`config.mk`:
```
export PLATFORM = sky130hd
export DESIGN_NAME = ccr_readback_top
export DESIGN_NICKNAME = d
export VERILOG_FILES = /design/src/include/ccr_pkg.sv /design/src/design/ccr_coord_reg.sv /design/src/design/ccr_readback_top.sv /design/src/design/ccr_wb_slave.sv
export VERILOG_INCLUDE_DIRS = /design/src /design/src/include
export SDC_FILE = /design/constraint.sdc
export NUM_CORES = 1
export LEC_CHECK = 0
export BUFFER_PORTS_ARGS = -buffer_cell sky130_fd_sc_hd__buf_2
export CAP_MARGIN = 15
export CORE_ASPECT_RATIO = 1.75
export CORE_MARGIN = 2
export CORE_UTILIZATION = 56
export DETAILED_ROUTE_END_ITERATION = 7
export GPL_TIMING_DRIVEN = 1
export PLACE_DENSITY_LB_ADDON = 0.15
export SKIP_LAST_GASP = 1
export SLEW_MARGIN = 0
export SYNTH_ARGS = -nofsm -noshare
export SYNTH_HDL_FRONTEND = slang
export SYNTH_SLANG_ARGS = --single-unit
```
`constraint.sdc`:
```
create_clock -name MCLK -period 2.1 [get_ports MCLK]
set_input_delay 0.105 -clock MCLK [delete_from_list [all_inputs] [get_ports MCLK]]
set_output_delay 0.105 -clock MCLK [all_outputs]
set_load 0.01 [all_outputs]
```
`src/include/ccr_map.svh`:
```
// Register indices, field positions, bus widths and reset values of the readback block
`ifndef CCR_MAP_SVH
`define CCR_MAP_SVH

// Register indices; the byte address is four times the index
`define CCR_IDX_CTRL 8'h00
`define CCR_IDX_STATUS 8'h01
`define CCR_IDX_LOAD_BLUE 8'h02
`define CCR_IDX_LOAD_ALT 8'h03
`define CCR_IDX_BLUE_ALT_LOW 8'h7a
`define CCR_IDX_BLUE_X_HIGH 8'h7b
`define CCR_IDX_BLUE_Y_HIGH 8'h7c
`define CCR_IDX_ALT_X_HIGH 8'h7d
`define CCR_IDX_ALT_Y_HIGH 8'h7e

// Bus widths
`define CCR_ADR_W 10
`define CCR_DAT_W 32
`define CCR_SEL_W 4

// Coordinate layout
`define CCR_COORD_W 10
`define CCR_COORD_NUM 4
`define CCR_LOAD_X_LSB 0
`define CCR_LOAD_Y_LSB 16

// Control register fields
`define CCR_CTRL_ALT_USED 0
`define CCR_CTRL_SW_RESET 1
`define CCR_CTRL_COMMIT 2

// Status register fields
`define CCR_STAT_PWR_LSB 0
`define CCR_STAT_ALT_USED 2
`define CCR_STAT_RO_WRITE 3
`define CCR_STAT_LAST_LSB 8
`define CCR_STAT_COUNT_LSB 16

// Reset values
`define CCR_RESET_BYTE 8'h00
`define CCR_RESET_COORD 10'h000
`define CCR_RESET_WORD 32'h0000_0000

`endif

```
`src/include/ccr_pkg.sv`:
```
// Types shared by the readback block and its bus slave
`include "ccr_map.svh"

package ccr_pkg;

  // Power state of the display, reported only; reads are never gated by it
  typedef enum logic [1:0]
  {
    CCR_PWR_NORMAL = 2'b00,
    CCR_PWR_IDLE = 2'b01,
    CCR_PWR_SLEEP = 2'b10,
    CCR_PWR_RSVD = 2'b11
  } ccr_power_type;

  // Bus slave handshake states
  typedef enum logic [0:0]
  {
    CCR_ST_IDLE = 1'b0,
    CCR_ST_ANSWER = 1'b1
  } ccr_state_type;

  // One coordinate pair
  typedef struct packed
  {
    logic [`CCR_COORD_W-1:0] x;
    logic [`CCR_COORD_W-1:0] y;
  } ccr_coord_type;

  // Classic Wishbone request from the master
  typedef struct packed
  {
    logic cyc;
    logic stb;
    logic we;
    logic [`CCR_ADR_W-1:0] adr;
    logic [`CCR_SEL_W-1:0] sel;
    logic [`CCR_DAT_W-1:0] dat;
  } ccr_wb_req_type;

  // Classic Wishbone answer to the master
  typedef struct packed
  {
    logic ack;
    logic err;
    logic [`CCR_DAT_W-1:0] dat;
  } ccr_wb_rsp_type;

  // One accepted access, valid for a single cycle
  typedef struct packed
  {
    logic wr;
    logic rd;
    logic [7:0] idx;
    logic [`CCR_SEL_W-1:0] sel;
    logic [`CCR_DAT_W-1:0] dat;
  } ccr_access_type;

endpackage

```
`src/design/ccr_coord_reg.sv`:
```
// One stored characteristic coordinate with clear, load and unused gating
`timescale 1ns/100ps
`include "ccr_map.svh"

module ccr_coord_reg
(
  input logic clk, // System clock
  input logic rst, // Synchronous reset, active high
  input logic clear, // Software reset pulse
  input logic load, // Commit pulse
  input logic [`CCR_COORD_W-1:0] load_val, // Value to commit
  input logic enable, // Coordinate in use
  output logic [`CCR_COORD_W-1:0] value // Value seen by readback
);
  import ccr_pkg::*;

  logic [`CCR_COORD_W-1:0] coord_ff;

  // Clear wins over load so a reset in the commit cycle still leaves zero
  always_ff @(posedge clk)
  begin
    if (rst || clear)
    begin
      coord_ff <= `CCR_RESET_COORD;
    end
    else if (load)
    begin
      coord_ff <= load_val;
    end
  end

  // An unused coordinate reads as zero whatever is stored
  assign value = enable ? coord_ff : `CCR_RESET_COORD;

endmodule // ccr_coord_reg

```
`src/design/ccr_readback_top.sv`:
```
// Blue and alternate color characteristic readback registers behind a Wishbone slave
//
// Our own choice: register access over Wishbone.
`timescale 1ns/100ps
`include "ccr_map.svh"

module ccr_readback_top
(
  input logic MCLK, // 50 MHz system clock
  input logic RESET, // Synchronous reset, active high
  input ccr_pkg::ccr_wb_req_type WB_REQ, // Wishbone request
  output ccr_pkg::ccr_wb_rsp_type WB_RSP, // Wishbone answer
  input logic SW_RESET_CMD, // Software reset pulse from the command decoder
  input ccr_pkg::ccr_power_type POWER_STATE, // Current display power state
  output ccr_pkg::ccr_coord_type BLUE_COORD, // Stored blue coordinates
  output ccr_pkg::ccr_coord_type ALT_COORD, // Stored alternate coordinates, zero if unused
  output logic ALT_USED // Alternate color in use
);
  import ccr_pkg::*;

  // True for the five read-only characteristic codes
  function automatic logic is_char_idx(input logic [7:0] idx);
    is_char_idx = (idx >= `CCR_IDX_BLUE_ALT_LOW) && (idx <= `CCR_IDX_ALT_Y_HIGH);
  endfunction

  // True for any decoded register
  function automatic logic is_mapped(input logic [7:0] idx);
    is_mapped = is_char_idx(idx) || (idx <= `CCR_IDX_LOAD_ALT);
  endfunction

  // Byte-lane merge of a write into an old word
  function automatic logic [`CCR_DAT_W-1:0] lane_merge(
    input logic [`CCR_DAT_W-1:0] old_word,
    input logic [`CCR_DAT_W-1:0] new_word,
    input logic [`CCR_SEL_W-1:0] sel);
    logic [`CCR_DAT_W-1:0] merged;
    merged = old_word;
    for (int i = 0; i < `CCR_SEL_W; i++)
    begin
      if (sel[i])
      begin
        merged[i*8 +: 8] = new_word[i*8 +: 8];
      end
    end
    lane_merge = merged;
  endfunction

  ccr_access_type acc;
  logic [7:0] req_idx;
  logic req_unmapped;
  logic [`CCR_DAT_W-1:0] rd_word;

  logic alt_used_ff;
  logic ro_write_ff;
  logic [7:0] last_cmd_ff;
  logic [7:0] rd_count_ff;
  logic [`CCR_DAT_W-1:0] load_blue_ff;
  logic [`CCR_DAT_W-1:0] load_alt_ff;
  ccr_coord_type blue_out_ff;
  ccr_coord_type alt_out_ff;

  logic wr_ctrl;
  logic wr_status;
  logic wr_load_blue;
  logic wr_load_alt;
  logic wr_char;
  logic rd_char;
  logic soft_clear;
  logic commit;
  logic [`CCR_DAT_W-1:0] ctrl_word;
  logic [`CCR_DAT_W-1:0] status_word;
  logic [`CCR_COORD_W-1:0] coord_load [`CCR_COORD_NUM];
  logic [`CCR_COORD_W-1:0] coord_val [`CCR_COORD_NUM];
  logic [`CCR_COORD_NUM-1:0] coord_en;
  logic [7:0] low_bits_byte;

  // Address decode of the request now on the bus
  assign req_idx = WB_REQ.adr[`CCR_ADR_W-1:2];
  assign req_unmapped = ~is_mapped(req_idx);

  // Handshake and answer timing live in the slave
  ccr_wb_slave u_slave
  (
    .clk(MCLK),
    .rst(RESET),
    .req(WB_REQ),
    .rd_word(rd_word),
    .unmapped(req_unmapped),
    .rsp(WB_RSP),
    .access(acc)
  );

  // Write strobes per register
  assign wr_ctrl = acc.wr && (acc.idx == `CCR_IDX_CTRL);
  assign wr_status = acc.wr && (acc.idx == `CCR_IDX_STATUS);
  assign wr_load_blue = acc.wr && (acc.idx == `CCR_IDX_LOAD_BLUE);
  assign wr_load_alt = acc.wr && (acc.idx == `CCR_IDX_LOAD_ALT);
  assign wr_char = acc.wr && is_char_idx(acc.idx);
  assign rd_char = acc.rd && is_char_idx(acc.idx);

  // Software reset from the command decoder or the control register
  assign soft_clear = SW_RESET_CMD | (wr_ctrl & acc.sel[0] & acc.dat[`CCR_CTRL_SW_RESET]);
  assign commit = wr_ctrl & acc.sel[0] & acc.dat[`CCR_CTRL_COMMIT];

  // Alternate-used flag; cleared by either reset so nothing stale reads back
  always_ff @(posedge MCLK)
  begin
    if (RESET || soft_clear)
    begin
      alt_used_ff <= 1'b0;
    end
    else if (wr_ctrl && acc.sel[0])
    begin
      alt_used_ff <= acc.dat[`CCR_CTRL_ALT_USED];
    end
  end

  // Staging words; a commit copies them into the coordinates at once
  always_ff @(posedge MCLK)
  begin
    if (RESET || soft_clear)
    begin
      load_blue_ff <= `CCR_RESET_WORD;
      load_alt_ff <= `CCR_RESET_WORD;
    end
    else
    begin
      if (wr_load_blue)
      begin
        load_blue_ff <= lane_merge(load_blue_ff, acc.dat, acc.sel);
      end
      if (wr_load_alt)
      begin
        load_alt_ff <= lane_merge(load_alt_ff, acc.dat, acc.sel);
      end
    end
  end

  // Coordinate sources in order blue x, blue y, alternate x, alternate y
  assign coord_load[0] = load_blue_ff[`CCR_LOAD_X_LSB +: `CCR_COORD_W];
  assign coord_load[1] = load_blue_ff[`CCR_LOAD_Y_LSB +: `CCR_COORD_W];
  assign coord_load[2] = load_alt_ff[`CCR_LOAD_X_LSB +: `CCR_COORD_W];
  assign coord_load[3] = load_alt_ff[`CCR_LOAD_Y_LSB +: `CCR_COORD_W];

  // Blue is always in use; alternate only when software says so
  assign coord_en = {alt_used_ff, alt_used_ff, 1'b1, 1'b1};

  // Four coordinate stores; writes to read codes never reach them
  generate
    for (genvar g = 0; g < `CCR_COORD_NUM; g++)
    begin : g_coord
      ccr_coord_reg u_coord
      (
        .clk(MCLK),
        .rst(RESET),
        .clear(soft_clear),
        .load(commit),
        .load_val(coord_load[g]),
        .enable(coord_en[g]),
        .value(coord_val[g])
      );
    end
  endgenerate

  // Packed low pairs: blue x, blue y, alternate x, alternate y from the top
  assign low_bits_byte = {coord_val[0][1:0], coord_val[1][1:0],
                          coord_val[2][1:0], coord_val[3][1:0]};

  // Control word reads back the flag only; action bits are self-clearing
  assign ctrl_word = {{(`CCR_DAT_W-1){1'b0}}, alt_used_ff};

  // Status word shows power state, flags and read activity
  assign status_word = {8'h00, rd_count_ff, last_cmd_ff, 4'h0, ro_write_ff, alt_used_ff, POWER_STATE};

  // Read selection; no power state gates the characteristic reads
  always_comb
  begin
    case (req_idx)
      `CCR_IDX_CTRL: rd_word = ctrl_word;
      `CCR_IDX_STATUS: rd_word = status_word;
      `CCR_IDX_LOAD_BLUE: rd_word = load_blue_ff;
      `CCR_IDX_LOAD_ALT: rd_word = load_alt_ff;
      `CCR_IDX_BLUE_ALT_LOW: rd_word = {24'h000000, low_bits_byte};
      `CCR_IDX_BLUE_X_HIGH: rd_word = {24'h000000, coord_val[0][9:2]};
      `CCR_IDX_BLUE_Y_HIGH: rd_word = {24'h000000, coord_val[1][9:2]};
      `CCR_IDX_ALT_X_HIGH: rd_word = {24'h000000, coord_val[2][9:2]};
      `CCR_IDX_ALT_Y_HIGH: rd_word = {24'h000000, coord_val[3][9:2]};
      default: rd_word = `CCR_RESET_WORD;
    endcase
  end

  // Sticky flag for a write to a read code; a new attempt beats the clear
  always_ff @(posedge MCLK)
  begin
    if (RESET)
    begin
      ro_write_ff <= 1'b0;
    end
    else if (wr_char)
    begin
      ro_write_ff <= 1'b1;
    end
    else if (wr_status && acc.sel[0] && acc.dat[`CCR_STAT_RO_WRITE])
    begin
      ro_write_ff <= 1'b0;
    end
  end

  // Read activity: last code read and a wrapping count, kept across soft reset
  always_ff @(posedge MCLK)
  begin
    if (RESET)
    begin
      last_cmd_ff <= `CCR_RESET_BYTE;
      rd_count_ff <= `CCR_RESET_BYTE;
    end
    else if (rd_char)
    begin
      last_cmd_ff <= acc.idx;
      rd_count_ff <= rd_count_ff + 8'h01;
    end
  end

  // Registered copies for the rest of the chip
  always_ff @(posedge MCLK)
  begin
    if (RESET)
    begin
      blue_out_ff <= '0;
      alt_out_ff <= '0;
    end
    else
    begin
      blue_out_ff <= {coord_val[0], coord_val[1]};
      alt_out_ff <= {coord_val[2], coord_val[3]};
    end
  end

  assign BLUE_COORD = blue_out_ff;
  assign ALT_COORD = alt_out_ff;
  assign ALT_USED = alt_used_ff;

endmodule // ccr_readback_top

```
`src/design/ccr_wb_slave.sv`:
```
// Classic Wishbone slave handshake with registered answer
`timescale 1ns/100ps
`include "ccr_map.svh"

module ccr_wb_slave
(
  input logic clk, // System clock
  input logic rst, // Synchronous reset, active high
  input ccr_pkg::ccr_wb_req_type req, // Request from the master
  input logic [`CCR_DAT_W-1:0] rd_word, // Read word for the current address
  input logic unmapped, // Current address decodes to nothing
  output ccr_pkg::ccr_wb_rsp_type rsp, // Answer to the master
  output ccr_pkg::ccr_access_type access // One-cycle pulse of an accepted access
);
  import ccr_pkg::*;

  ccr_state_type state_ff;
  ccr_state_type nxt_state;
  logic ack_ff;
  logic err_ff;
  logic [`CCR_DAT_W-1:0] dat_ff;
  logic start;

  // A request is taken only from idle, so a held strobe is answered again every second cycle
  assign start = req.cyc & req.stb & (state_ff == CCR_ST_IDLE);

  // Answer lasts one cycle, then the slave returns to idle without waiting for the master to release
  always_comb
  begin
    case (state_ff)
      CCR_ST_IDLE: nxt_state = start ? CCR_ST_ANSWER : CCR_ST_IDLE;
      CCR_ST_ANSWER: nxt_state = CCR_ST_IDLE;
      default: nxt_state = CCR_ST_IDLE;
    endcase
  end

  // Access pulse, taken in the same cycle as the strobe is seen
  assign access.wr = start & req.we & ~unmapped;
  assign access.rd = start & ~req.we & ~unmapped;
  assign access.idx = req.adr[`CCR_ADR_W-1:2];
  assign access.sel = req.sel;
  assign access.dat = req.dat;

  // Answer registers; read data is zero on writes and errors
  always_ff @(posedge clk)
  begin
    if (rst)
    begin
      state_ff <= CCR_ST_IDLE;
      ack_ff <= 1'b0;
      err_ff <= 1'b0;
      dat_ff <= `CCR_RESET_WORD;
    end
    else
    begin
      state_ff <= nxt_state;
      ack_ff <= start & ~unmapped;
      err_ff <= start & unmapped;
      dat_ff <= (start & ~req.we & ~unmapped) ? rd_word : `CCR_RESET_WORD;
    end
  end

  assign rsp.ack = ack_ff;
  assign rsp.err = err_ff;
  assign rsp.dat = dat_ff;

endmodule // ccr_wb_slave

```
==> reports/metrics.csv, run 1 <==
metric,value,unit
grt_max_degree,57,
min_path_cells,3,
final_common_cell,dfxtp_1,
finalWeightedCongestion,0.926,
die_w,92.8,microns
path_cells,"nor4bb_1, o2111ai_1, or4_1, a21oi_1",
clkPwrFrac,0.441,
maxCapViolations,0,
grt_pass1_wl,33300,microns
clk_pin_slew_worst_paths,0.08,ns
yosysSeqAreaShare,0.510,
multi_input_area,3550,sq um
rows,56,
synth_simple_gate_area_share,0.222,
syn_area,7730,sq um
switchingPower,1730,uW
report.final.hold_viol_count,0,
n_antenna_cell,0,
drive_gt1_frac,0.265,
totalWireLength,20800,microns
cts_max_level,4,
cp-start-kind,flip-flop,
start_util,0.575,
die_h,159,microns
critPathCaptureType,flip-flop,
syn-instance-count,806,
fillers,1092,
pwr_density_cell,762,nW/um^2
cts_buffers,17,
synth_fp_nets,861,
synthAdderAreaFrac,0.00162,
cts-root-buf,clkbuf_16,
cell_internal_pwr,5570,uW
min_period,2.00,ns
wire_per_inst,18.0,microns
worstSetupPathType,flip-flop to flip-flop,
clock_latency,0.43,ns
drt-pass1-iter-count,5,
synthArstFlopShare,0,
rsz0062_at_grt,no,
ys_seq_elements,197,
cts_tree,yes,
drv_slew,0,
switching_share,0.238,
port_buffers,126,
yosys_warnings,0,
final_cells,1155,
worst_ep_arrival_time,2.35,ns
status,"complete, no violations",
die_area,14800,sq um
layout_common_cells,"197 x dfxtp_1, 126 x buf_2, 101 x nand2_1",
grt_pass1_vias,6551,
irDropWorstVdd,0.591,mV
synth_mux_area_frac,0.129,
grtUsageTotal,0.284,
fin_setup_tns,0,ns
viasPerCell,5.66,
finalNetCount,1023,
r2r_start,u_slave.state_ff,
min_from,WB_REQ[40],
p_leak,0.00390,uW
clock_path_buffers,2,
timing.final.crit_share,0.951,
required,2.46,ns
hp-class,primary input to flip-flop,
syn_avg_cell_area,9.59,sq um
cp_slowest_cell,or4_1,
antenna_found_initial,0,
r2r_cells,4,
slew_headroom,0.500,
cp_max_fo,7,
p_total,7300,uW
hpwl,15000,microns
drc,0,
ant_nets,0,
crit_start,u_slave.state_ff,
synth-compound-area-share,0.103,
vias,6532,
synth_top_family_by_area,simple AND/OR/NAND/NOR gates,
fin_skew,0.0140,ns
areaGrowthSynthToFinish,24.0,%
r2r_setup_slack,0.10,ns
slowest_delay,0.60,ns
setup_violations,0,
timing.fmax,501,MHz
synth-main-ff-cell,dfxtp_1,
hold_path_end,last_cmd_ff[2],
seqPwrFrac,0.511,
synth-xor-area-share,0.00113,
dp.cells,1091,
detail_route.iter0.violations,410,
io_pins,129,
yosysUniqueCellTypes,56,
core_area,13500,sq um
gr-total-overflow,0,
reg2reg_to,rd_count_ff[3],
p_comb_frac,0.047,
regArea,3940,sq um
worst_slew_pin_slew,0.745,ns
cts.sinks,197,
synth_edf_count,0,
## per-layer routing
layer | track usage | vias up | wire length [microns]
li1 | - | 3108 | -
met1 | 0.318 | 3113 | 7650
met2 | 0.510 | 268 | 11100
met3 | 0.0549 | 43 | 1270
met4 | 0.129 | 0 | 816
met5 | 0 | - | 0
## cell type report
cell class	count	area share
clock inverter	15	0.0175
timing repair buffer	196	0.132
clock buffer	17	0.0444
inverter	6	0.00235
sequential	197	0.411
multi-input combinational	550	0.370
tap	174	0.0227
## power groups by stage
stage	Sequential (uW)	Combinational, uW	Clock, uW
finish	3740	345	3220
global route	3730	366	3410
CTS	3730	339	3250
detailed placement	3820	292	0
global placement	3820	284	0
floorplan	3820	158	0
## worst max-delay path: cells and delay by family (launching register included)
family / cells / cell delay (ns)
compound gates: 2 / 0.58
flops: 1 / 0.34
simple gates: 2 / 1.00
## metrics by stage
step | setup WS [ns] | hold WS [ns] | util | cell area, sq um
after floorplan | 0.220 | 0.201 | - | 7730
after global placement | 0.238 | 0.350 | 0.645 | 8670
after detailed placement | 0.169 | 0.368 | 0.645 | 8670
after CTS | 0.128 | 0.00518 | 0.712 | 9580
after global routing | 0.00472 | 0.0375 | 0.712 | 9580
final | 0.103 | 0.0119 | 0.712 | 9580
## logic make-up after synthesis
group | after synthesis
buffers and inverters | 59
muxes | 96
xor gates and xnor gates | 1
AOI/OAI and AO/OA | 125
and+or+nand+nor | 327
DFF | 197
adders and majority gates | 1
## Yosys cell counts, types with 2 or more instances
library cell | count | share of area
buf_6 | 2 | 0.0029
a22oi_1 | 18 | 0.017
clkbuf_1 | 35 | 0.017
a21o_1 | 4 | 0.0039
and4_1 | 2 | 0.0023
or4_1 | 4 | 0.0039
a21boi_0 | 6 | 0.0058
a31oi_1 | 3 | 0.0024
a22o_1 | 4 | 0.0045
nand4_1 | 9 | 0.0073
nand2_1 | 101 | 0.049
buf_2 | 7 | 0.0045
inv_1 | 6 | 0.0029
buf_1 | 7 | 0.0034
nor2b_1 | 22 | 0.018
nand2b_1 | 7 | 0.0057
nand4b_1 | 6 | 0.0068
o31ai_1 | 3 | 0.0029
o211a_1 | 2 | 0.0026
and2_1 | 20 | 0.016
nor4_4 | 5 | 0.014
nor2_1 | 77 | 0.037
nor2_2 | 32 | 0.026
and4b_1 | 2 | 0.0026
and3_1 | 4 | 0.0032
and3b_1 | 4 | 0.0045
a32oi_1 | 3 | 0.0034
dfxtp_1 | 197 | 0.51
mux2_2 | 21 | 0.031
o21ai_1 | 2 | 0.0013
mux2i_1 | 74 | 0.096
o21ai_0 | 8 | 0.0052
nor4_1 | 3 | 0.0024
a31o_2 | 2 | 0.0023
buf_4 | 2 | 0.0019
a21oi_1 | 56 | 0.036
nor4bb_1 | 2 | 0.0026
nor3_1 | 3 | 0.0019
nand3_1 | 14 | 0.0091
o211ai_1 | 6 | 0.0058
nand3b_1 | 6 | 0.0058
## what timing repair did
action                                  CTS  global route
setup buffers                             0             0
gates resized for setup                   0             0
hold endpoints to repair                 61             0
hold buffers                             32             0
endpoints found under the setup margin    0             0
## worst max-delay path by stage
| stage | end | cells past startpoint | slack [ns] |
|---|---|---|---|
| after floorplan | load_alt_ff[24] | 6 | 0.22 |
| after global placement | rd_count_ff[3] | 4 | 0.24 |
| after detailed placement | rd_count_ff[3] | 4 | 0.17 |
| after CTS | rd_count_ff[3] | 4 | 0.13 |
| after global routing | rd_count_ff[3] | 4 | 0.005 |
| final | rd_count_ff[3] | 4 | 0.10 |
## flip-flops by register name, indices dropped and copies added (netlist names)
name	cells
ALT_COORD	20
u_slave.err_ff	1
u_slave.ack_ff	1
last_cmd_ff	8
load_alt_ff	32
u_slave.dat_ff	32
rd_count_ff	8
ro_write_ff	1
BLUE_COORD	20
u_slave.state_ff	1
ALT_USED	1
load_blue_ff	32
g_coord.u_coord.coord_ff	40
Note: power is estimated with default switching activity, not from simulation.
==> inputs of run 2 (changes only) <==
--- a/config.mk
+++ b/config.mk
@@ -6,6 +6,7 @@
 export SDC_FILE = /design/constraint.sdc
 export NUM_CORES = 1
 export LEC_CHECK = 0
+export ABC_AREA = 1
 export BUFFER_PORTS_ARGS = -buffer_cell sky130_fd_sc_hd__buf_2
 export CAP_MARGIN = 15
 export CORE_ASPECT_RATIO = 1.75
==> run 2 against run 1 <==
Net effect: sequential cell count unchanged; synthesized area down 0.23%; via count grew 16%; maximum frequency increased by 17%; non-clock buffer count fell by 1; sequential share of layout area is 0.75 points higher; die area decreased by 0.22%.
==> reports/metrics.csv, run 2 <==
metric,value,unit,change
switchingPower,1690,uW,-2.5%
setup_violations,0,,unchanged
layout_common_cells,"197 x dfxtp_1, 183 x nand2_1, 137 x a21oi_1",,
antenna_found_initial,0,,unchanged
n_antenna_cell,0,,unchanged
syn_area,7710,sq um,-0.23%
synth_edf_count,0,,unchanged
drc,0,,unchanged
report.final.hold_viol_count,0,,unchanged
clk_pin_slew_worst_paths,0.07,ns,about the same
pwr_density_cell,760,nW/um^2,-0.29%
drive_gt1_frac,0.188,,-0.0768
synth_area_leaders,"dfxtp_1 51%, nand4_1 9.4%, nand2_1 8.9%",,
seqPwrFrac,0.523,,+0.012
detail_route.iter0.violations,719,,+75%
clock_path_buffers,2,,unchanged
cts.sinks,197,,unchanged
fin_skew,0.00925,ns,-0.00478 ns
ant_nets,0,,unchanged
synthTopCellsByCount,"197 x dfxtp_1, 183 x nand2_1, 137 x a21oi_1, 116 x nand4_1, 100 x nor2_1",,
p_leak,0.00348,uW,-11%
slew_headroom,0.723,,+0.223
timing.fmax,585,MHz,+17%
viasPerCell,5.86,,+3.6%
vias,7586,,+16%
synth-main-ff-cell,dfxtp_1,,
critPathCaptureType,flip-flop,,
yosys_warnings,0,,unchanged
irDropWorstVdd,0.605,mV,+2.3%
clock_latency,0.43,ns,about the same
maxCapViolations,0,,unchanged
synthArstFlopShare,0,,unchanged
cp_max_fo,65,,+58
yosysSeqAreaShare,0.511,,+0.00116
worst_ep_arrival_time,2.01,ns,-0.34 ns
cts_max_level,4,,unchanged
p_comb_frac,0.042,,-0.005
cts_tree,yes,,
largest_register_ffs,40,,unchanged
min_path_cells,2,,-1
start_util,0.573,,-0.00130
yosysUniqueCellTypes,33,,-41%
yosysTopAreaCellShare,0.511,,+0.00116
setup_ws,0.390,ns,+0.287 ns
min_from,RESET,,
final_common_cell,dfxtp_1,,
r2r_setup_slack,0.39,ns,+0.29 ns
grt_pass1_vias,7030,,+7.3%
synth_most_common_cell,dfxtp_1,,
min_period,1.71,ns,-0.287 ns
largest-register,g_coord.u_coord.coord_ff,,
rsz0062_at_grt,no,,
core_area,13500,sq um,unchanged
worstSetupPathType,flip-flop to flip-flop,,
wire_per_inst,17.8,microns,-1.2%
crit_start,u_slave.state_ff,,
r2r_start,u_slave.state_ff,,
port_buffers,126,,unchanged
die_area,14800,sq um,-0.22%
ys_seq_elements,197,,unchanged
timing.final.crit_share,0.814,,-0.137
die_h,159,microns,-0.11%
clkPwrFrac,0.435,,-0.006
cell_internal_pwr,5460,uW,-2.0%
r2r_cells,8,,+4
grtUsageTotal,0.313,,+0.0293
status,"complete, no violations",,
hpwl,15900,microns,+6.1%
hp-class,primary input to flip-flop,,
synth_fp_nets,1021,,+19%
fin_setup_tns,0,ns,unchanged
p_total,7150,uW,-2.1%
finalNetCount,1163,,+14%
rows,56,,unchanged
switching_share,0.237,,-0.000920
place_ws,0.193,ns,+0.0233 ns
drv_slew,0,,unchanged
gr-total-overflow,0,,unchanged
syn-instance-count,966,,+20%
grt_pass1_wl,36300,microns,+8.9%
syn_avg_cell_area,7.99,sq um,-17%
reg2reg_to,g_coord[1].u_coord.coord_ff[4],,
totalWireLength,23100,microns,+11%
cts_buffers,17,,unchanged
synth_top_cell_by_area,dfxtp_1,,
required,2.40,ns,-0.06 ns
cp-start-kind,flip-flop,,
areaGrowthSynthToFinish,22.0,%,
worst_slew_pin_slew,0.416,ns,-0.329 ns
cts-root-buf,clkbuf_16,,
drt-pass1-iter-count,8,,+3
die_w,92.7,microns,-0.11%
worstSetupEndpoint,g_coord[1].u_coord.coord_ff[4],,
grt_max_degree,66,,+16%
finalWeightedCongestion,0.973,,+5.1%
io_pins,129,,unchanged
==> run 2: cell types whose count changed after synthesis, moves of 23 or more <==
cell / change
nand2_1: +82
nor2_2: -28
a21oi_1: +81
nand4_1: +107
nor2_1: +23
mux2i_1: -74
inv_1: +57
==> run 2: layout make-up <==
cell class	count	area [sq um]
Clock buffer	19	453
Tap cell	174	218
Fill cell	1173	4040
Multi-Input combinational cell	632	3130
Timing Repair Buffer	195	1310
Clock inverter	13	114
Inverter	65	244
Sequential cell	197	3940
==> run 2: how the worst min path moves through the flow <==
| stage | endpoint |
|---|---|
| after global placement | load_alt_ff[15] |
| final | rd_count_ff[5] |
| after CTS | rd_count_ff[5] |
| after global routing | rd_count_ff[5] |
| after floorplan | load_blue_ff[0] |
| after detailed placement | load_alt_ff[15] |
==> run 2: repair_timing <==
| item | CTS | global route |
|---|---|---|
| hold buffers | 31 | 0 |
| buffers inserted | 0 | 0 |
| setup endpoints to repair | 0 | 0 |
| hold endpoints to repair | 58 | 0 |
| gates resized for setup | 0 | 0 |
==> run 2: through the flow <==
step / hold slack [ns] / util / cell area (sq um) / std cells
final: 0.0411 / 0.700 / 9410 / 1295
after global routing: 0.0276 / 0.700 / 9410 / 1295
after CTS: 0.0276 / 0.700 / 9410 / 1295
after detailed placement: 0.395 / 0.634 / 8540 / 1232
after global placement: 0.389 / 0.634 / 8540 / 1232
after floorplan: 0.266 / - / 7710 / 966
==> run 2: logic make-up after synthesis <==
family | after synthesis | share of synthesized area
AO/OA/AOI/OAI | 188 | 0.134
XOR/XNOR | 4 | 0.00454
adder cells (fa/ha/maj) | 1 | 0.00162
buffers and inverters | 137 | 0.0850
flip-flops | 197 | 0.511
AND/OR/NAND/NOR | 439 | 0.263
==> run 2: critical path: stages (launching register included) <==
cell	delay, ns
dfxtp_1	0.30
nor2_1	0.09
inv_1	0.07
nor2_1	0.13
buf_4	0.25
nand4_1	0.15
nand3_2	0.15
buf_12	0.31
a21oi_1	0.10
==> run 2: layer usage <==
metal	track usage	part of all wire
met5	0	0
met3	0.0521	0.068
met1	0.352	0.36
met4	0.199	0.069
met2	0.540	0.50
==> run 2: power by group through the flow <==
stage          clock [uW]  sequential (uW)  combinational, uW
2_1_floorplan           0             3830                137
3_3_place_gp            0             3830                239
3_5_place_dp            0             3830                241
4_1_cts              3140             3740                286
5_1_grt              3290             3740                313
6_report             3110             3740                297
==> inputs of run 3 (changes only) <==
==> constraint.sdc (replaced) <==
create_clock -name MCLK -period 1.7 [get_ports MCLK]
set_input_delay 0.085 -clock MCLK [delete_from_list [all_inputs] [get_ports MCLK]]
set_output_delay 0.085 -clock MCLK [all_outputs]
set_load 0.01 [all_outputs]
==> run 3 against run 2 <==
Net effect: count of clock-buffer cells in the layout is 1 lower; maximum frequency rose by 6.5%; global-route usage increased by 0.11 points; total power increased by 24%; sequential power is 24% higher; sequential cell count did not move; via count is 0.33% higher; cell area up 2.5%; register-to-register slack got worse by 0.30 ns; worst hold slack worse by 0.0019 ns; critical path type unchanged; critical endpoint is now load_alt_ff[29]; largest cell class unchanged.
==> reports/metrics.csv, run 3 (synthesis results as in run 2) <==
metric,value,unit,change
status,"complete, no violations",,
hpwl,16100,microns,+1.5%
die_h,159,microns,unchanged
critPathCaptureType,flip-flop,,
top_usage_layer,met2,,
place_area,8760,sq um,+2.6%
clock_latency,0.43,ns,about the same
stdcell_area,9650,sq um,+2.5%
met3_usage,0.0478,,-0.00426
grtUsageTotal,0.314,,+0.00107
post_cts_buffers,0,,unchanged
drt-pass1-iter-count,7,,-1
drive_gt1_frac,0.206,,+0.0175
viasPerCell,5.76,,-1.6%
vias,7611,,+0.33%
worst_ep_arrival_time,1.93,ns,-0.08 ns
start_util,0.573,,unchanged
layout_common_cells,"197 x dfxtp_1, 183 x nand2_1, 137 x a21oi_1",,
antenna_found_initial,0,,unchanged
slew_headroom,0.705,,-0.0184
fin_skew,0.0119,ns,+0.00270 ns
rsz0062_at_grt,yes,,
setup_violations,0,,unchanged
gr-total-overflow,0,,unchanged
pwr_density_cell,920,nW/um^2,+21%
totalWireLength,23200,microns,+0.51%
path_cells,"nor2_1, inv_1, nor2_2, buf_4, nand4_1, nand3_2, buf_12, a21oi_1",,
die_w,92.7,microns,unchanged
worstSetupPathType,flip-flop to flip-flop,,
grt_max_degree,41,,-38%
min_period,1.61,ns,-0.104 ns
clock_path_buffers,2,,unchanged
timing.fmax,623,MHz,+6.5%
wire_per_inst,17.6,microns,-1.5%
grt_pass1_vias,7172,,+2.0%
cts_buffers,17,,unchanged
gr-usage-met1,0.350,,-0.00199
final_cells,1321,,+2.0%
ant_nets,0,,unchanged
cts-root-buf,clkbuf_16,,
cts_tree,yes,,
p_leak,0.00364,uW,+4.7%
cp_slowest_cell,dfxtp_1,,
cp-start-kind,flip-flop,,
irDropWorstVdd,0.888,mV,+47%
met2_usage,0.547,,+0.00697
io_pins,129,,unchanged
largest_register_ffs,40,,unchanged
final_common_cell,dfxtp_1,,
timing.final.crit_share,0.945,,+0.130
maxCapViolations,0,,unchanged
fin_util,0.717,,+0.0176
areaGrowthSynthToFinish,25.1,%,
clk_pin_slew_worst_paths,0.08,ns,about the same
report.final.hold_viol_count,0,,unchanged
worst_slew_pin_slew,0.443,ns,+0.0271 ns
hp-class,primary input to flip-flop,,
grt_pass1_wl,36300,microns,about the same
cp_max_fo,40,,-38%
die_area,14800,sq um,unchanged
slowest_delay,0.30,ns,about the same
finalWeightedCongestion,0.998,,+2.6%
n_antenna_cell,0,,unchanged
largest-register,g_coord.u_coord.coord_ff,,
holdWs,0.0391,ns,-0.00195 ns
drc,0,,unchanged
required,2.02,ns,-0.38 ns
drv_slew,0,,unchanged
cts.sinks,197,,unchanged
core_area,13500,sq um,unchanged
dp.cells,1257,,+2.0%
port_buffers,126,,unchanged
detail_route.iter0.violations,669,,-7.0%
finalNetCount,1189,,+2.2%
cts_max_level,4,,unchanged
rows,56,,unchanged
[run 3: critical path: cells and delay by family, from the launching register on]
kind	cells	cell delay, ns
buf+inv	3	0.54
compound gates	1	0.07
simple gates	4	0.56
flops	1	0.30
[run 3: final timing paths]
path / end / slack, ns / cells after the start / startpoint
max: load_alt_ff[29] / 0.09 / 8 / u_slave.state_ff
min: last_cmd_ff[2] / 0.04 / 3 / WB_REQ[40]
max reg2reg: load_alt_ff[29] / 0.09 / 8 / u_slave.state_ff
min reg2reg: BLUE_COORD[16] / 0.45 / 2 / g_coord[0].u_coord.coord_ff[6]
[run 3: power by group]
| group | internal (uW) | total [uW] | switching, uW |
|---|---|---|---|
| registers | 4620 | 4620 | 2.76 |
| clock network | 1950 | 3860 | 1910 |
| logic | 154 | 395 | 241 |
| total | 6730 | 8880 | 2150 |
[run 3: repair_timing]
| item | in CTS | in global routing |
|---|---|---|
| endpoints found under the hold margin | 63 | 0 |
| resized for setup | 0 | 1 |
| hold buffers | 32 | 0 |
| setup endpoints to repair | 0 | 105 |
[run 3: cell type report]
class | count | area (sq um)
Clock buffer | 18 | 429
Clock inverter | 14 | 136
Fill cell | 1139 | 3800
Inverter | 65 | 244
Multi-Input combinational cell | 632 | 3130
Sequential cell | 197 | 3940
Tap cell | 174 | 218
Timing Repair Buffer | 221 | 1550
[run 3: metal layers]
layer / routed length, microns / vias up
met5: 0 / -
met4: 1630 / 0
met3: 1460 / 99
met2: 11700 / 383
met1: 8390 / 3487
li1: - / 3642
[run 3: metrics by stage]
stage | TNS (ns) | setup slack [ns] | power, uW
after floorplan | 0 | 0.239 | 4900
after global placement | 0 | 0.00171 | 5050
after detailed placement | 0 | 0.00684 | 5050
final | 0 | 0.0940 | 8880
after CTS | 0 | 0.0421 | 8890
after global routing | -0.0171 | -0.00885 | 9100
